[src/hdl/ret_pkg.sv]
`default_nettype none
package ret_pkg;
    // Clock rate
    localparam int CLK_MHZ = 25;

    // Event delays in microseconds
    localparam int STAB_US    = 50;
    localparam int TX_IDLE_US = 1234;
    localparam int TX_RX_US   = 192;
    localparam int RX_IDLE_US = 1143;
    localparam int RX_TX_US   = 244;
    localparam int OFF_TX_US  = 147;
    localparam int OFF_RX_US  = 4;
    localparam int WAKE_US    = 210;

    // Delays in clock cycles
    localparam logic [15:0] STAB_CYC    = 16'(STAB_US * CLK_MHZ);
    localparam logic [15:0] TX_IDLE_CYC = 16'(TX_IDLE_US * CLK_MHZ);
    localparam logic [15:0] TX_RX_CYC   = 16'(TX_RX_US * CLK_MHZ);
    localparam logic [15:0] RX_IDLE_CYC = 16'(RX_IDLE_US * CLK_MHZ);
    localparam logic [15:0] RX_TX_CYC   = 16'(RX_TX_US * CLK_MHZ);
    localparam logic [15:0] OFF_TX_CYC  = 16'(OFF_TX_US * CLK_MHZ);
    localparam logic [15:0] OFF_RX_CYC  = 16'(OFF_RX_US * CLK_MHZ);
    localparam logic [15:0] WAKE_CYC    = 16'(WAKE_US * CLK_MHZ);

    // Reference packet layout in bytes
    localparam int BYTE_BITS = 8;
    localparam int HDR_BYTES = 13;
    localparam int LEN_BYTES = 1;
    localparam int CRC_BYTES = 2;

    // Register byte offsets
    localparam logic [7:0] STATUS_ADDR = 8'h00;
    localparam logic [7:0] ENABLE_ADDR = 8'h04;
    localparam logic [7:0] CMD_ADDR    = 8'h08;
    localparam logic [7:0] CONFIG_ADDR = 8'h0c;
    localparam logic [7:0] TRIG_ADDR   = 8'h10;
    localparam logic [7:0] SYMBOL_ADDR = 8'h14;
    localparam logic [7:0] STATE_ADDR  = 8'h18;

    // Command bits
    localparam int CMD_TX_ON  = 0;
    localparam int CMD_RX_ON  = 1;
    localparam int CMD_OFF    = 2;
    localparam int CMD_FORCE  = 3;
    localparam int CMD_SLEEP  = 4;
    localparam int CMD_CAL    = 5;

    // Reset values
    localparam logic [7:0]  EMPTY_TRIG_RST = 8'h02;
    localparam logic [7:0]  FULL_TRIG_RST  = 8'h05;
    localparam logic [7:0]  PAYLOAD_RST    = 8'h18;
    localparam logic [15:0] SYMBOL_RST     = 16'h00fa;

    // Event bit positions
    localparam int EV_STAB = 0;
    localparam int EV_VCO  = 1;
    localparam int EV_PLL  = 2;
    localparam int EV_TRANS = 3;
    localparam int EV_EMPTY = 4;
    localparam int EV_FULL = 5;
    localparam int EV_WAKE = 6;
    localparam int EV_CAL  = 7;
    localparam int EV_RXDONE = 8;
    localparam int EV_CRC  = 9;
    localparam int EV_DIV  = 10;
    localparam int EV_FIFOERR = 12;
    localparam int EV_SYNC = 13;
    localparam int EV_FIELD = 14;
    localparam int EV_SYNCERR = 15;

    localparam int NUM_TMR = 6;

    typedef enum logic [1:0] {
        R_IDLE  = 2'b00,
        R_TX    = 2'b01,
        R_RX    = 2'b11,
        R_SLEEP = 2'b10
    } ret_radio_t;

    typedef enum logic [1:0] {
        FMT_A = 2'b00,
        FMT_B = 2'b01,
        FMT_C = 2'b10,
        FMT_X = 2'b11
    } ret_fmt_t;
endpackage
`default_nettype wire

[src/hdl/ret_timer_if.sv]
`default_nettype none
interface ret_timer_if;
    logic        start;
    logic        tick;
    logic [15:0] load;
    logic        done;
    modport ctl (output start, output tick, output load, input done);
    modport tmr (input start, input tick, input load, output done);
endinterface
`default_nettype wire

[src/hdl/ret_delay_timer.sv]
`default_nettype none
module ret_delay_timer (
    // Clock and reset
    input  wire logic   clock,
    input  wire logic   rst,
    // Control
    ret_timer_if.tmr    t
);
    logic [15:0] count;

    // A restart while running reloads, so the latest reference point wins
    always_ff @(posedge clock) begin
        if (rst) begin
            count <= 16'h0000;
        end else if (t.start) begin
            count <= (t.load == 16'h0000) ? 16'h0001 : t.load;
        end else if (t.tick && count != 16'h0000) begin
            count <= count - 16'h0001;
        end
    end

    assign t.done = t.tick && count == 16'h0001;
endmodule
`default_nettype wire

[src/hdl/ret_event_ctrl.sv]
`default_nettype none
module ret_event_ctrl #(
    parameter logic [15:0] TX_IDLE_CYC = ret_pkg::TX_IDLE_CYC,
    parameter logic [15:0] TX_RX_CYC   = ret_pkg::TX_RX_CYC,
    parameter logic [15:0] RX_IDLE_CYC = ret_pkg::RX_IDLE_CYC,
    parameter logic [15:0] RX_TX_CYC   = ret_pkg::RX_TX_CYC,
    parameter logic [15:0] WAKE_CYC    = ret_pkg::WAKE_CYC
) (
    // Clock and reset
    input  wire logic        clock,
    input  wire logic        rst,
    // APB slave
    input  wire logic [7:0]  paddr,
    input  wire logic        psel,
    input  wire logic        penable,
    input  wire logic        pwrite,
    input  wire logic [31:0] pwdata,
    output logic      [31:0] prdata,
    output logic             pready,
    output logic             pslverr,
    // Radio side status
    input  wire logic        reset_pin_n,
    input  wire logic        power_amp_enable,
    input  wire logic        rxEnable,
    input  wire logic        vcoOutRange,
    input  wire logic        pllUnlock,
    input  wire logic        syncDetect,
    input  wire logic        syncLost,
    input  wire logic        crcBlockDone,
    input  wire logic        crcBad,
    input  wire logic        fieldMatch,
    input  wire logic        fieldMismatch,
    input  wire logic [7:0]  fifoLevel,
    input  wire logic        fifoRead,
    input  wire logic        fifoWrite,
    input  wire logic        fifoOverflow,
    input  wire logic        fifoUnderflow,
    input  wire logic        wakeTimerDone,
    input  wire logic        calTimerDone,
    // Host notification
    output logic             irq_out_n
);
    ret_pkg::ret_radio_t state;
    ret_pkg::ret_radio_t next_state;
    ret_pkg::ret_fmt_t   pktFmt;
    logic [23:0] status;
    logic [23:0] enable;
    logic [23:0] evt;
    logic [23:0] clr;
    logic [1:0]  rx_data_pin_mode;
    logic        divEn;
    logic [7:0]  emptyTrig;
    logic [7:0]  fullTrig;
    logic [7:0]  payloadLen;
    logic [15:0] symPeriod;
    logic [15:0] bitCnt;
    logic        bitTick;
    logic        synced;
    logic        calBusy;
    logic        pinPrev;
    logic        paPrev;
    logic        rxPrev;
    logic [7:0]  levelPrev;
    logic        transStart;
    logic [15:0] transLoad;
    logic        hit;
    logic        wr;
    logic [31:0] rdMux;
    logic        inTx;
    logic        inRx;

    ret_timer_if tmr [ret_pkg::NUM_TMR] ();

    for (genvar i = 0; i < ret_pkg::NUM_TMR; i++) begin : g_tmr
        ret_delay_timer u_tmr (
            .clock (clock),
            .rst   (rst),
            .t     (tmr[i])
        );
    end

    assign inTx = state == ret_pkg::R_TX;
    assign inRx = state == ret_pkg::R_RX;

    // APB: one wait state, since read data and answer come from flops
    assign wr = psel && penable && pready && pwrite;

    always_comb begin
        hit   = 1'b1;
        rdMux = 32'h0000_0000;
        unique case (paddr)
            ret_pkg::STATUS_ADDR: rdMux = {8'h00, status};
            ret_pkg::ENABLE_ADDR: rdMux = {8'h00, enable};
            ret_pkg::CMD_ADDR:    rdMux = 32'h0000_0000;
            ret_pkg::CONFIG_ADDR: rdMux = {27'h0, pktFmt, divEn, rx_data_pin_mode};
            ret_pkg::TRIG_ADDR:   rdMux = {8'h00, payloadLen, fullTrig, emptyTrig};
            ret_pkg::SYMBOL_ADDR: rdMux = {16'h0000, symPeriod};
            ret_pkg::STATE_ADDR:  rdMux = {28'h0, calBusy, synced, state};
            default:              hit = 1'b0;
        endcase
    end

    always_ff @(posedge clock) begin
        if (rst) begin
            pready  <= 1'b0;
            prdata  <= 32'h0000_0000;
            pslverr <= 1'b0;
        end else begin
            pready  <= psel && penable && !pready;
            pslverr <= psel && penable && !pready && !hit;
            if (psel && penable && !pready) begin
                prdata <= pwrite ? 32'h0000_0000 : rdMux;
            end
        end
    end

    always_ff @(posedge clock) begin
        if (rst) begin
            enable           <= 24'h000000;
            rx_data_pin_mode <= 2'b00;
            divEn            <= 1'b0;
            pktFmt           <= ret_pkg::FMT_A;
            emptyTrig        <= ret_pkg::EMPTY_TRIG_RST;
            fullTrig         <= ret_pkg::FULL_TRIG_RST;
            payloadLen       <= ret_pkg::PAYLOAD_RST;
            symPeriod        <= ret_pkg::SYMBOL_RST;
        end else if (wr) begin
            unique case (paddr)
                ret_pkg::ENABLE_ADDR: enable <= pwdata[23:0];
                ret_pkg::CONFIG_ADDR: begin
                    rx_data_pin_mode <= pwdata[1:0];
                    divEn            <= pwdata[2];
                    pktFmt           <= ret_pkg::ret_fmt_t'(pwdata[4:3]);
                end
                ret_pkg::TRIG_ADDR: begin
                    emptyTrig  <= pwdata[7:0];
                    fullTrig   <= pwdata[15:8];
                    payloadLen <= pwdata[23:16];
                end
                ret_pkg::SYMBOL_ADDR: symPeriod <= pwdata[15:0];
                default: ;
            endcase
        end
    end

    // Command pulses
    logic cmdWr;
    logic txOnCmd;
    logic rxOnCmd;
    logic offCmd;
    assign cmdWr   = wr && paddr == ret_pkg::CMD_ADDR;
    assign txOnCmd = cmdWr && pwdata[ret_pkg::CMD_TX_ON];
    assign rxOnCmd = cmdWr && pwdata[ret_pkg::CMD_RX_ON];
    assign offCmd  = cmdWr && (pwdata[ret_pkg::CMD_OFF] || pwdata[ret_pkg::CMD_FORCE]);

    // Radio state and transition timing
    always_comb begin
        next_state = state;
        transStart = 1'b0;
        transLoad  = ret_pkg::OFF_RX_CYC;
        unique case (state)
            ret_pkg::R_IDLE: begin
                if (txOnCmd) begin
                    next_state = ret_pkg::R_TX;
                    transStart = 1'b1;
                    transLoad  = TX_IDLE_CYC;
                end else if (rxOnCmd) begin
                    next_state = ret_pkg::R_RX;
                    transStart = 1'b1;
                    transLoad  = RX_IDLE_CYC;
                end else if (cmdWr && pwdata[ret_pkg::CMD_SLEEP]) begin
                    next_state = ret_pkg::R_SLEEP;
                end
            end
            ret_pkg::R_TX: begin
                if (rxOnCmd) begin
                    next_state = ret_pkg::R_RX;
                    transStart = 1'b1;
                    transLoad  = RX_TX_CYC;
                end else if (offCmd) begin
                    next_state = ret_pkg::R_IDLE;
                    transStart = 1'b1;
                    transLoad  = ret_pkg::OFF_TX_CYC;
                end
            end
            ret_pkg::R_RX: begin
                if (txOnCmd) begin
                    next_state = ret_pkg::R_TX;
                    transStart = 1'b1;
                    transLoad  = TX_RX_CYC;
                end else if (offCmd) begin
                    next_state = ret_pkg::R_IDLE;
                    transStart = 1'b1;
                    transLoad  = ret_pkg::OFF_RX_CYC;
                end
            end
            ret_pkg::R_SLEEP: begin
                if (wakeTimerDone) begin
                    next_state = ret_pkg::R_IDLE;
                end
            end
        endcase
    end

    always_ff @(posedge clock) begin
        if (rst) begin
            state <= ret_pkg::R_IDLE;
        end else begin
            state <= next_state;
        end
    end

    // Bit clock from the programmed symbol period
    assign bitTick = bitCnt >= symPeriod - 16'h0001;

    always_ff @(posedge clock) begin
        if (rst || bitTick) begin
            bitCnt <= 16'h0000;
        end else begin
            bitCnt <= bitCnt + 16'h0001;
        end
    end

    // Timer 0: clock stabilization; 1: state transition; 2: RF wake-up;
    // 3: transmit empty; 4: receive full; 5: reception done
    logic pinRise;
    logic wakeRelease;
    assign pinRise     = reset_pin_n && !pinPrev;
    assign wakeRelease = state == ret_pkg::R_SLEEP && wakeTimerDone;

    assign tmr[0].start = pinRise || wakeRelease;
    assign tmr[0].load  = ret_pkg::STAB_CYC;
    assign tmr[0].tick  = 1'b1;
    assign tmr[1].start = transStart;
    assign tmr[1].load  = transLoad;
    assign tmr[1].tick  = 1'b1;
    assign tmr[2].start = txOnCmd && transStart;
    assign tmr[2].load  = WAKE_CYC;
    assign tmr[2].tick  = 1'b1;
    assign tmr[3].start = tmr[2].done;
    assign tmr[3].load  = 16'((ret_pkg::HDR_BYTES + int'(payloadLen) - int'(emptyTrig)) * ret_pkg::BYTE_BITS);
    assign tmr[3].tick  = bitTick;
    assign tmr[4].start = inRx && syncDetect;
    assign tmr[4].load  = 16'(int'(fullTrig) * ret_pkg::BYTE_BITS);
    assign tmr[4].tick  = bitTick;
    assign tmr[5].start = inRx && syncDetect;
    assign tmr[5].load  = 16'((ret_pkg::LEN_BYTES + int'(payloadLen) + ret_pkg::CRC_BYTES) * ret_pkg::BYTE_BITS);
    assign tmr[5].tick  = bitTick;

    always_ff @(posedge clock) begin
        if (rst) begin
            pinPrev   <= 1'b0;
            paPrev    <= 1'b0;
            rxPrev    <= 1'b0;
            levelPrev <= 8'h00;
        end else begin
            pinPrev   <= reset_pin_n;
            paPrev    <= power_amp_enable;
            rxPrev    <= rxEnable;
            levelPrev <= fifoLevel;
        end
    end

    always_ff @(posedge clock) begin
        if (rst || !inRx || syncLost) begin
            synced <= 1'b0;
        end else if (syncDetect) begin
            synced <= 1'b1;
        end
    end

    always_ff @(posedge clock) begin
        if (rst || calTimerDone) begin
            calBusy <= 1'b0;
        end else if (cmdWr && pwdata[ret_pkg::CMD_CAL]) begin
            calBusy <= 1'b1;
        end
    end

    // Event sources
    always_comb begin
        evt = 24'h000000;
        evt[ret_pkg::EV_STAB] = tmr[0].done;
        evt[ret_pkg::EV_VCO] = vcoOutRange && ((inTx && power_amp_enable && !paPrev)
                               || (inRx && rxEnable && !rxPrev));
        evt[ret_pkg::EV_PLL] = pllUnlock && ((inTx && power_amp_enable) || (inRx && rxEnable));
        evt[ret_pkg::EV_TRANS] = tmr[1].done;
        evt[ret_pkg::EV_EMPTY] = (inTx && tmr[3].done)
                                 || (inRx && fifoRead && levelPrev >= emptyTrig && fifoLevel < emptyTrig);
        evt[ret_pkg::EV_FULL] = (inRx && tmr[4].done)
                                || (inTx && fifoWrite && levelPrev <= fullTrig && fifoLevel > fullTrig);
        evt[ret_pkg::EV_WAKE] = wakeRelease;
        evt[ret_pkg::EV_CAL] = calBusy && calTimerDone;
        evt[ret_pkg::EV_RXDONE] = inRx && tmr[5].done;
        evt[ret_pkg::EV_CRC] = crcBad && ((pktFmt == ret_pkg::FMT_C) ? (inRx && tmr[5].done) : crcBlockDone);
        evt[ret_pkg::EV_DIV] = inRx && syncDetect && divEn;
        evt[ret_pkg::EV_FIFOERR] = inRx && (fifoOverflow || fifoUnderflow);
        evt[ret_pkg::EV_SYNC] = inRx && syncDetect;
        evt[ret_pkg::EV_FIELD] = fieldMatch || fieldMismatch;
        evt[ret_pkg::EV_SYNCERR] = inRx && synced && syncLost
                                   && (rx_data_pin_mode == 2'b00 || rx_data_pin_mode == 2'b11);
    end

    // Write one to clear; a new event in the same cycle wins
    assign clr = (wr && paddr == ret_pkg::STATUS_ADDR) ? pwdata[23:0] : 24'h000000;

    always_ff @(posedge clock) begin
        if (rst) begin
            status <= 24'h000000;
        end else begin
            status <= (status & ~clr) | evt;
        end
    end

    always_ff @(posedge clock) begin
        if (rst) begin
            irq_out_n <= 1'b1;
        end else begin
            irq_out_n <= !(|(status & enable));
        end
    end

    logic [15:0] stabAge;
    logic [15:0] trAge;
    logic [15:0] trLoadReg;
    always_ff @(posedge clock) begin
        if (rst) begin
            stabAge   <= 16'h0000;
            trAge     <= 16'h0000;
            trLoadReg <= 16'h0000;
        end else begin
            stabAge <= tmr[0].start ? 16'h0001 : stabAge + 16'h0001;
            trAge   <= transStart ? 16'h0001 : trAge + 16'h0001;
            if (transStart) begin
                trLoadReg <= transLoad;
            end
        end
    end

    // A later command restarts the timer, so only an unbroken wait is judged
    localparam int OFF_RX_DLY = ret_pkg::OFF_RX_US * ret_pkg::CLK_MHZ;
endmodule
`default_nettype wire

[config.mk]
export PLATFORM = sky130hd
export DESIGN_NAME = ret_event_ctrl
export DESIGN_NICKNAME = d
export VERILOG_FILES = /design/src/hdl/ret_pkg.sv /design/src/hdl/ret_timer_if.sv /design/src/hdl/ret_delay_timer.sv /design/src/hdl/ret_event_ctrl.sv
export SDC_FILE = /design/constraint.sdc
export NUM_CORES = 1
export LEC_CHECK = 0
export BUFFER_PORTS_ARGS = -buffer_cell sky130_fd_sc_hd__buf_2
export CORE_MARGIN = 2
export CORE_UTILIZATION = 53
export CTS_BUF_LIST = sky130_fd_sc_hd__clkbuf_8
export CTS_CLUSTER_DIAMETER = 50
export DETAILED_ROUTE_END_ITERATION = 10
export PLACE_DENSITY = 0.71
export SLEW_MARGIN = 20
export SYNTH_ARGS = -nofsm -noshare
export SYNTH_HDL_FRONTEND = slang
export SYNTH_HIERARCHICAL = 1
export SYNTH_SLANG_ARGS = --single-unit
export TNS_END_PERCENT = 50
[constraint.sdc]
create_clock -name clock -period 4.9 [get_ports clock]
set_input_delay 0.245 -clock clock [delete_from_list [all_inputs] [get_ports clock]]
set_output_delay 0.245 -clock clock [all_outputs]
set_load 0.02 [all_outputs]
### Word level (Yosys, flattened, before mapping)

Index checks and enable logic that the tools add are counted.

* $add $sub $neg: 12
* order comparisons: 5
* eq/ne operators: 19
* multiplexer cells: 41
* bitwise gates (word level): 4
* reductions and logical operators: 92

Operators by type and width (count)
* $mux W16: 9
* $pmux W24 S6: 1
* $sub A16 B1 Y16 const B: 7
* $eq A16 B1 Y1 const B: 6
* $reduce_bool A16 Y1: 6
* $mux W13: 5
* $logic_not A16 Y1: 4
* $and A24 B24 Y24: 2
* $mux W15: 3
* $pmux W15 S3: 1
* $logic_and A1 B1 Y1: 44
* $mux W11: 3
* $mux W32: 1
* $eq A8 B5 Y1 const B: 3
* $mux W24: 1
* $not A24 Y24: 1
* $or A24 B16 Y24: 1
* $reduce_or A24 Y1: 1
* $add A16 B1 Y16 const B: 1
* $eq A8 B4 Y1 const B: 2
* $ge A16 B16 Y1: 1
* $mux W2: 7
* $logic_or A1 B1 Y1: 13
* $mux W12: 1
* other kinds (23): 49

* register bits after elaboration: 255
* input bits: 70
* logic and storage cells: 202

### Depth between registers and ports, before layout

* depth in word-level cells: 11
* mapped depth: 18
* gate-level depth less buffers: 18

### By module

The synthesis kept the hierarchy.

Modules (own cells, without submodules)
* ret_event_ctrl: instances 1, cells each 973, area each 8146.6 sq um, sequential area each 3022.9 sq um
* ret_delay_timer: instances 6, cells each 129, area each 1088.5 sq um, sequential area each 320.3 sq um

### Least setup slack after synthesis

Ideal clock, no wire load.

* path type: reg-to-reg
* start: register symPeriod[5]
* end: register g_tmr[3].u_tmr.count[14]
* data arrival time: 4308 ps
* data required time: 4809 ps
* slack: 501 ps
* cell stages (with the launch flop): 14
* path buffers: 0
* period minus slack after synthesis: 4399 ps
* cells stage by stage: dfxtp_1 or4_1 or4_1 nor3_1 xnor2_1 ha_1 nand4_1 nor2_1 nand4_1 nand4b_1 or4bb_2 or4_4 or4_1 a311oi_1

* longest elaborated chain between the ends: 4

Ends and longest elaborated chain
* from (decl): RTL line ret_event_ctrl.sv:55 `logic [15:0] symPeriod;`
* from (signal assigned): RTL line ret_event_ctrl.sv:126 `symPeriod <= ret_pkg::SYMBOL_RST;`
* from (signal assigned): RTL line ret_event_ctrl.sv:140 `ret_pkg::SYMBOL_ADDR: symPeriod <= pwdata[15:0];`
* $sub A16 B1 Y16: RTL line ret_event_ctrl.sv:214 `assign bitTick = bitCnt >= symPeriod - 16'h0001;`
* $ge A16 B16 Y1: RTL line ret_event_ctrl.sv:214
* named net bitTick: RTL line ret_event_ctrl.sv:57 `logic bitTick;`
* $logic_and A1 B1 Y1: RTL line ret_delay_timer.sv:17 `end else if (t.tick && count != 16'h0000) begin`
* $reduce_bool A2 Y1 (no line)
* to (signal assigned): RTL line ret_delay_timer.sv:16 `count <= (t.load == 16'h0000) ? 16'h0001 : t.load;`
* to (signal assigned): RTL line ret_delay_timer.sv:18 `count <= count - 16'h0001;`
* to (decl): RTL line ret_delay_timer.sv:9 `logic [15:0] count;`

The timed path passes the listed nets, and every way through them passes these cells.
A chain may end at the register's enable or synchronous reset.

### Worst setup path after layout

Ends and elaborated chain as after synthesis.

==> insert_results.sql <==
INSERT INTO impl_metrics (metric_group, metric, value, unit) VALUES
('finish', 'most-common-layout-cells', 'dfxtp_1, nand2_1, a21oi_1', ''),
('cts', 'tritoncts.num_buffers', '45', ''),
('cts', 'clockBufferDepth', '3', ''),
('place', 'detailed_place_hpwl', '28170', 'µm'),
('synth', 'ys_ff_latch', '247', ''),
('cts', 'cts_tree', 'yes', ''),
('synth', 'fraction_of_registers_with_async_set_or_reset_after_synthesis', '0', '%'),
('job', 'maximum_capacitance_violations', '0', ''),
('timing', 'finalSetupViolations', '0', ''),
('timing', 'hold_ws', '0.01908', 'ns'),
('global_routing', 'global_route_wire_length_before_repair', '64760', 'µm'),
('power', 'combinationalPowerShare', '24.1', '%'),
('place', 'dpl.cell_count', '2253', ''),
('timing', 'clock-skew-final', '0.02020', 'ns'),
('critical_path', 'r2r_start', 'symPeriod[5]$_SDFFE_PP1P_', ''),
('die', 'top_level_ports', '105', ''),
('finish', 'num-nets-final', '2117', ''),
('critical_path', 'critPathArrivalTime', '5.05', 'ns'),
('global_routing', 'first_global_vias', '13030', ''),
('route', 'detailedRoute.firstPassIterationCount', '5', ''),
('timing', 'slew_viol_final', '0', ''),
('cts', 'htree_levels', '2', ''),
('place', 'portBuffers', '88', ''),
('power', 'sw_frac_of_total', '32.69', '%'),
('cts', 'clk-insertion-delay-late', '0.56', 'ns'),
('cts', 'worst_setup_hold_path_clk_slew', '0.06', 'ns'),
('timing', 'fmax', '218.0', 'MHz'),
('global_routing', 'grt-busiest-layer', 'met2', ''),
('die', 'core_area', '27100', 'µm²'),
('critical_path', 'crit_path_end_kind', 'register', ''),
('global_routing', 'grt.met3_usage', '5.256', '%'),
('synth', 'synth.yosys.seq_area_share', '33.69', '%'),
('power', 'vdd_ir_drop_max', '0.3022', 'mV'),
('critical_path', 'reg2reg_end', 'g_tmr[3].u_tmr/count[14]$_SDFFE_PP0P_', ''),
('cts', 'post_cts.repair.setup_buffers', '0', ''),
('global_routing', 'grt_overflow_total', '0', ''),
('die', 'die-height', '170.4', 'µm'),
('power', 'cellPowerDensity', '334.0', 'nW/µm²'),
('route', 'dr_total_vias', '14010', ''),
('synth', 'synth-edff-count', '0', ''),
('global_routing', 'grtUsageMet1', '36.02', '%'),
('power', 'p_seq_share', '41.3', '%'),
('worst_hold_path', 'hold_end', 'symPeriod[2]$_SDFFE_PP0P_', ''),
('timing', 'totalNegativeSetupSlack', '0', 'ns'),
('timing', 'finalHoldViolCount', '0', ''),
('route', 'route.final.wire_length', '40450', 'µm'),
('power', 'internal_power', '3811', 'µW'),
('timing', 'worstMarginPinSlew', '1.087', 'ns'),
('finish', 'areaGrowthSynthToFinish', '15.49', '%'),
('finish', 'final_cells', '2371', ''),
('synth', 'synth.avg_cell_area', '8.402', 'µm²'),
('global_routing', 'grt_max_degree', '95', ''),
('critical_path', 'worstSetupPathType', 'register to register', ''),
('worst_hold_path', 'hold_path.startpoint', 'pwdata[2]', ''),
('critical_path', 'required', '5.36', 'ns'),
('cts', 'root_buffer', 'clkbuf_8', ''),
('global_routing', 'grt_antenna_before_repair', '2', ''),
('route', 'wl_per_cell', '17.06', 'µm'),
('route', 'route.detailed.drc', '0', ''),
('global_routing', 'global_route_track_usage_on_met2', '45.67', '%'),
('power', 'switching_power', '1851', 'µW'),
('status', 'status', 'finished, final reports clean', ''),
('die', 'core.rowCount', '60', ''),
('timing', 'min_period_over_period', '93.61', '%'),
('timing', 'relSlewSlack', '27.56', '%'),
('critical_path', 'setup.worst_path.start_class', 'register', ''),
('critical_path', 'rrSetupSlack', '0.31', 'ns'),
('finish', 'post_route_cells_drive_above_1_share', '12.01', '%'),
('timing', 'grt_setup_unrepaired', 'no', ''),
('place', 'gp_congestion', '0.8591', ''),
('synth', 'synth_top_flop_cell', 'dfxtp_1', '');
[layout make-up]
class	count	area [µm²]
tap	372	465.4
clock buffer	56	770.7
multi-input combinational	1436	9319
timing repair buffer	142	964.7
antenna	1	2.502
sequential	247	4945
fill	2435	10150
inverter	96	360.3
clock inverter	21	123.9
[metal layers]
| metal | vias to the layer above | share of wire (%) |
|---|---|---|
| li1 | 6865 | - |
| met1 | 6629 | 44 |
| met2 | 433 | 47 |
| met3 | 77 | 7.2 |
| met4 | 4 | 2.3 |
| met5 | - | 0.059 |
[cell usage after synthesis, drive strengths merged, types with 16 or more instances]
library cell,instances,share of area [%]
dfxtp,247,34
nand2,223,5.7
a21oi,134,4.6
nor2,126,3.2
inv,96,2.5
ha,77,6.6
or4,58,3.3
clkbuf,52,2.1
nor3,52,1.8
nor4,52,2.2
o21ai,50,1.7
a311oi,36,2.1
xnor2,35,2.1
a211oi,32,1.6
buf,31,1.3
nor2b,27,1.2
a221oi,25,1.5
nand3b,24,1.2
xor2,24,1.4
nand4,23,0.98
or3,23,1.0
a22o,20,1.2
mux2i,20,1.4
a22oi,17,0.87
and3,16,0.68
o211ai,16,0.82
[metrics by stage]
stage | instance area (µm²) | utilization, % | power (µW) | setup WS [ns]
3_5_place_dp | 15630 | 57.67 | 3686 | 0.1957
2_1_floorplan | 15130 | - | 3392 | 0.5010
6_report | 16950 | 62.55 | 5662 | 0.3132
3_3_place_gp | 15630 | 57.67 | 3649 | 0.3507
4_1_cts | 16920 | 62.45 | 5670 | 0.1614
5_1_grt | 16950 | 62.54 | 5972 | 0.04129
[power groups by stage]
stage	Sequential (µW)	Combinational, µW	Clock (µW)
finish	2340	1360	1960
floorplan	2320	1070	0
detailed placement	2370	1310	0
CTS	2330	1340	2000
global route	2360	1520	2090
global placement	2370	1280	0
[worst max path at each step]
stage | startpoint | to | slack [ns]
final | symPeriod[5]$_SDFFE_PP1P_ | g_tmr[3].u_tmr/count[14]$_SDFFE_PP0P_ | 0.31
after global routing | symPeriod[0]$_SDFFE_PP0P_ | g_tmr[5].u_tmr/count[14]$_SDFFE_PP0P_ | 0.04
after CTS | symPeriod[5]$_SDFFE_PP1P_ | g_tmr[3].u_tmr/count[14]$_SDFFE_PP0P_ | 0.16
after detailed placement | symPeriod[5]$_SDFFE_PP1P_ | g_tmr[5].u_tmr/count[14]$_SDFFE_PP0P_ | 0.20
after global placement | symPeriod[5]$_SDFFE_PP1P_ | g_tmr[4].u_tmr/count[14]$_SDFFE_PP0P_ | 0.35
after floorplan | symPeriod[5]$_SDFFE_PP1P_ | g_tmr[3].u_tmr/count[14]$_SDFFE_PP0P_ | 0.50
[registers in the layout (all words and copies together), names as in the netlist, 2 cells and up]
| name | count |
|---|---|
| bitCnt | 16 |
| emptyTrig | 8 |
| enable | 24 |
| fullTrig | 8 |
| g_tmr.u_tmr/count | 96 |
| levelPrev | 8 |
| payloadLen | 8 |
| pktFmt | 2 |
| prdata | 24 |
| rx_data_pin_mode | 2 |
| state | 2 |
| status | 24 |
| symPeriod | 16 |
[worst max-delay path, stage by stage (launching register included)]
cell and delay (ns):
dfxtp_1 0.37, or4_1 0.59, or4_1 0.51, nor3_2 0.21, xnor2_1 0.11, ha_1 0.30
nand4_1 0.10, nor2_1 0.14, nand4_1 0.13, nand4b_1 0.19, buf_12 0.17, or4bb_4 0.51
or4_4 0.45, or4_1 0.40, a311oi_1 0.29
[kinds of logic after synthesis]
logic type / synth area share, %
simple gates: 26.28
compound gates: 19.66
flops: 33.69
buf+inv: 6.223
fa+ha+maj: 6.837
xor+xnor: 3.521
mux: 3.742
other cells: 0.05117
[what timing repair did]
action | CTS | global route
hold buffers | 40 | 0
endpoints found under the hold margin | 76 | 0
endpoints found under the setup margin | 0 | 5
gates resized for setup | 0 | 5
Note: power is estimated with default switching activity, not from simulation.
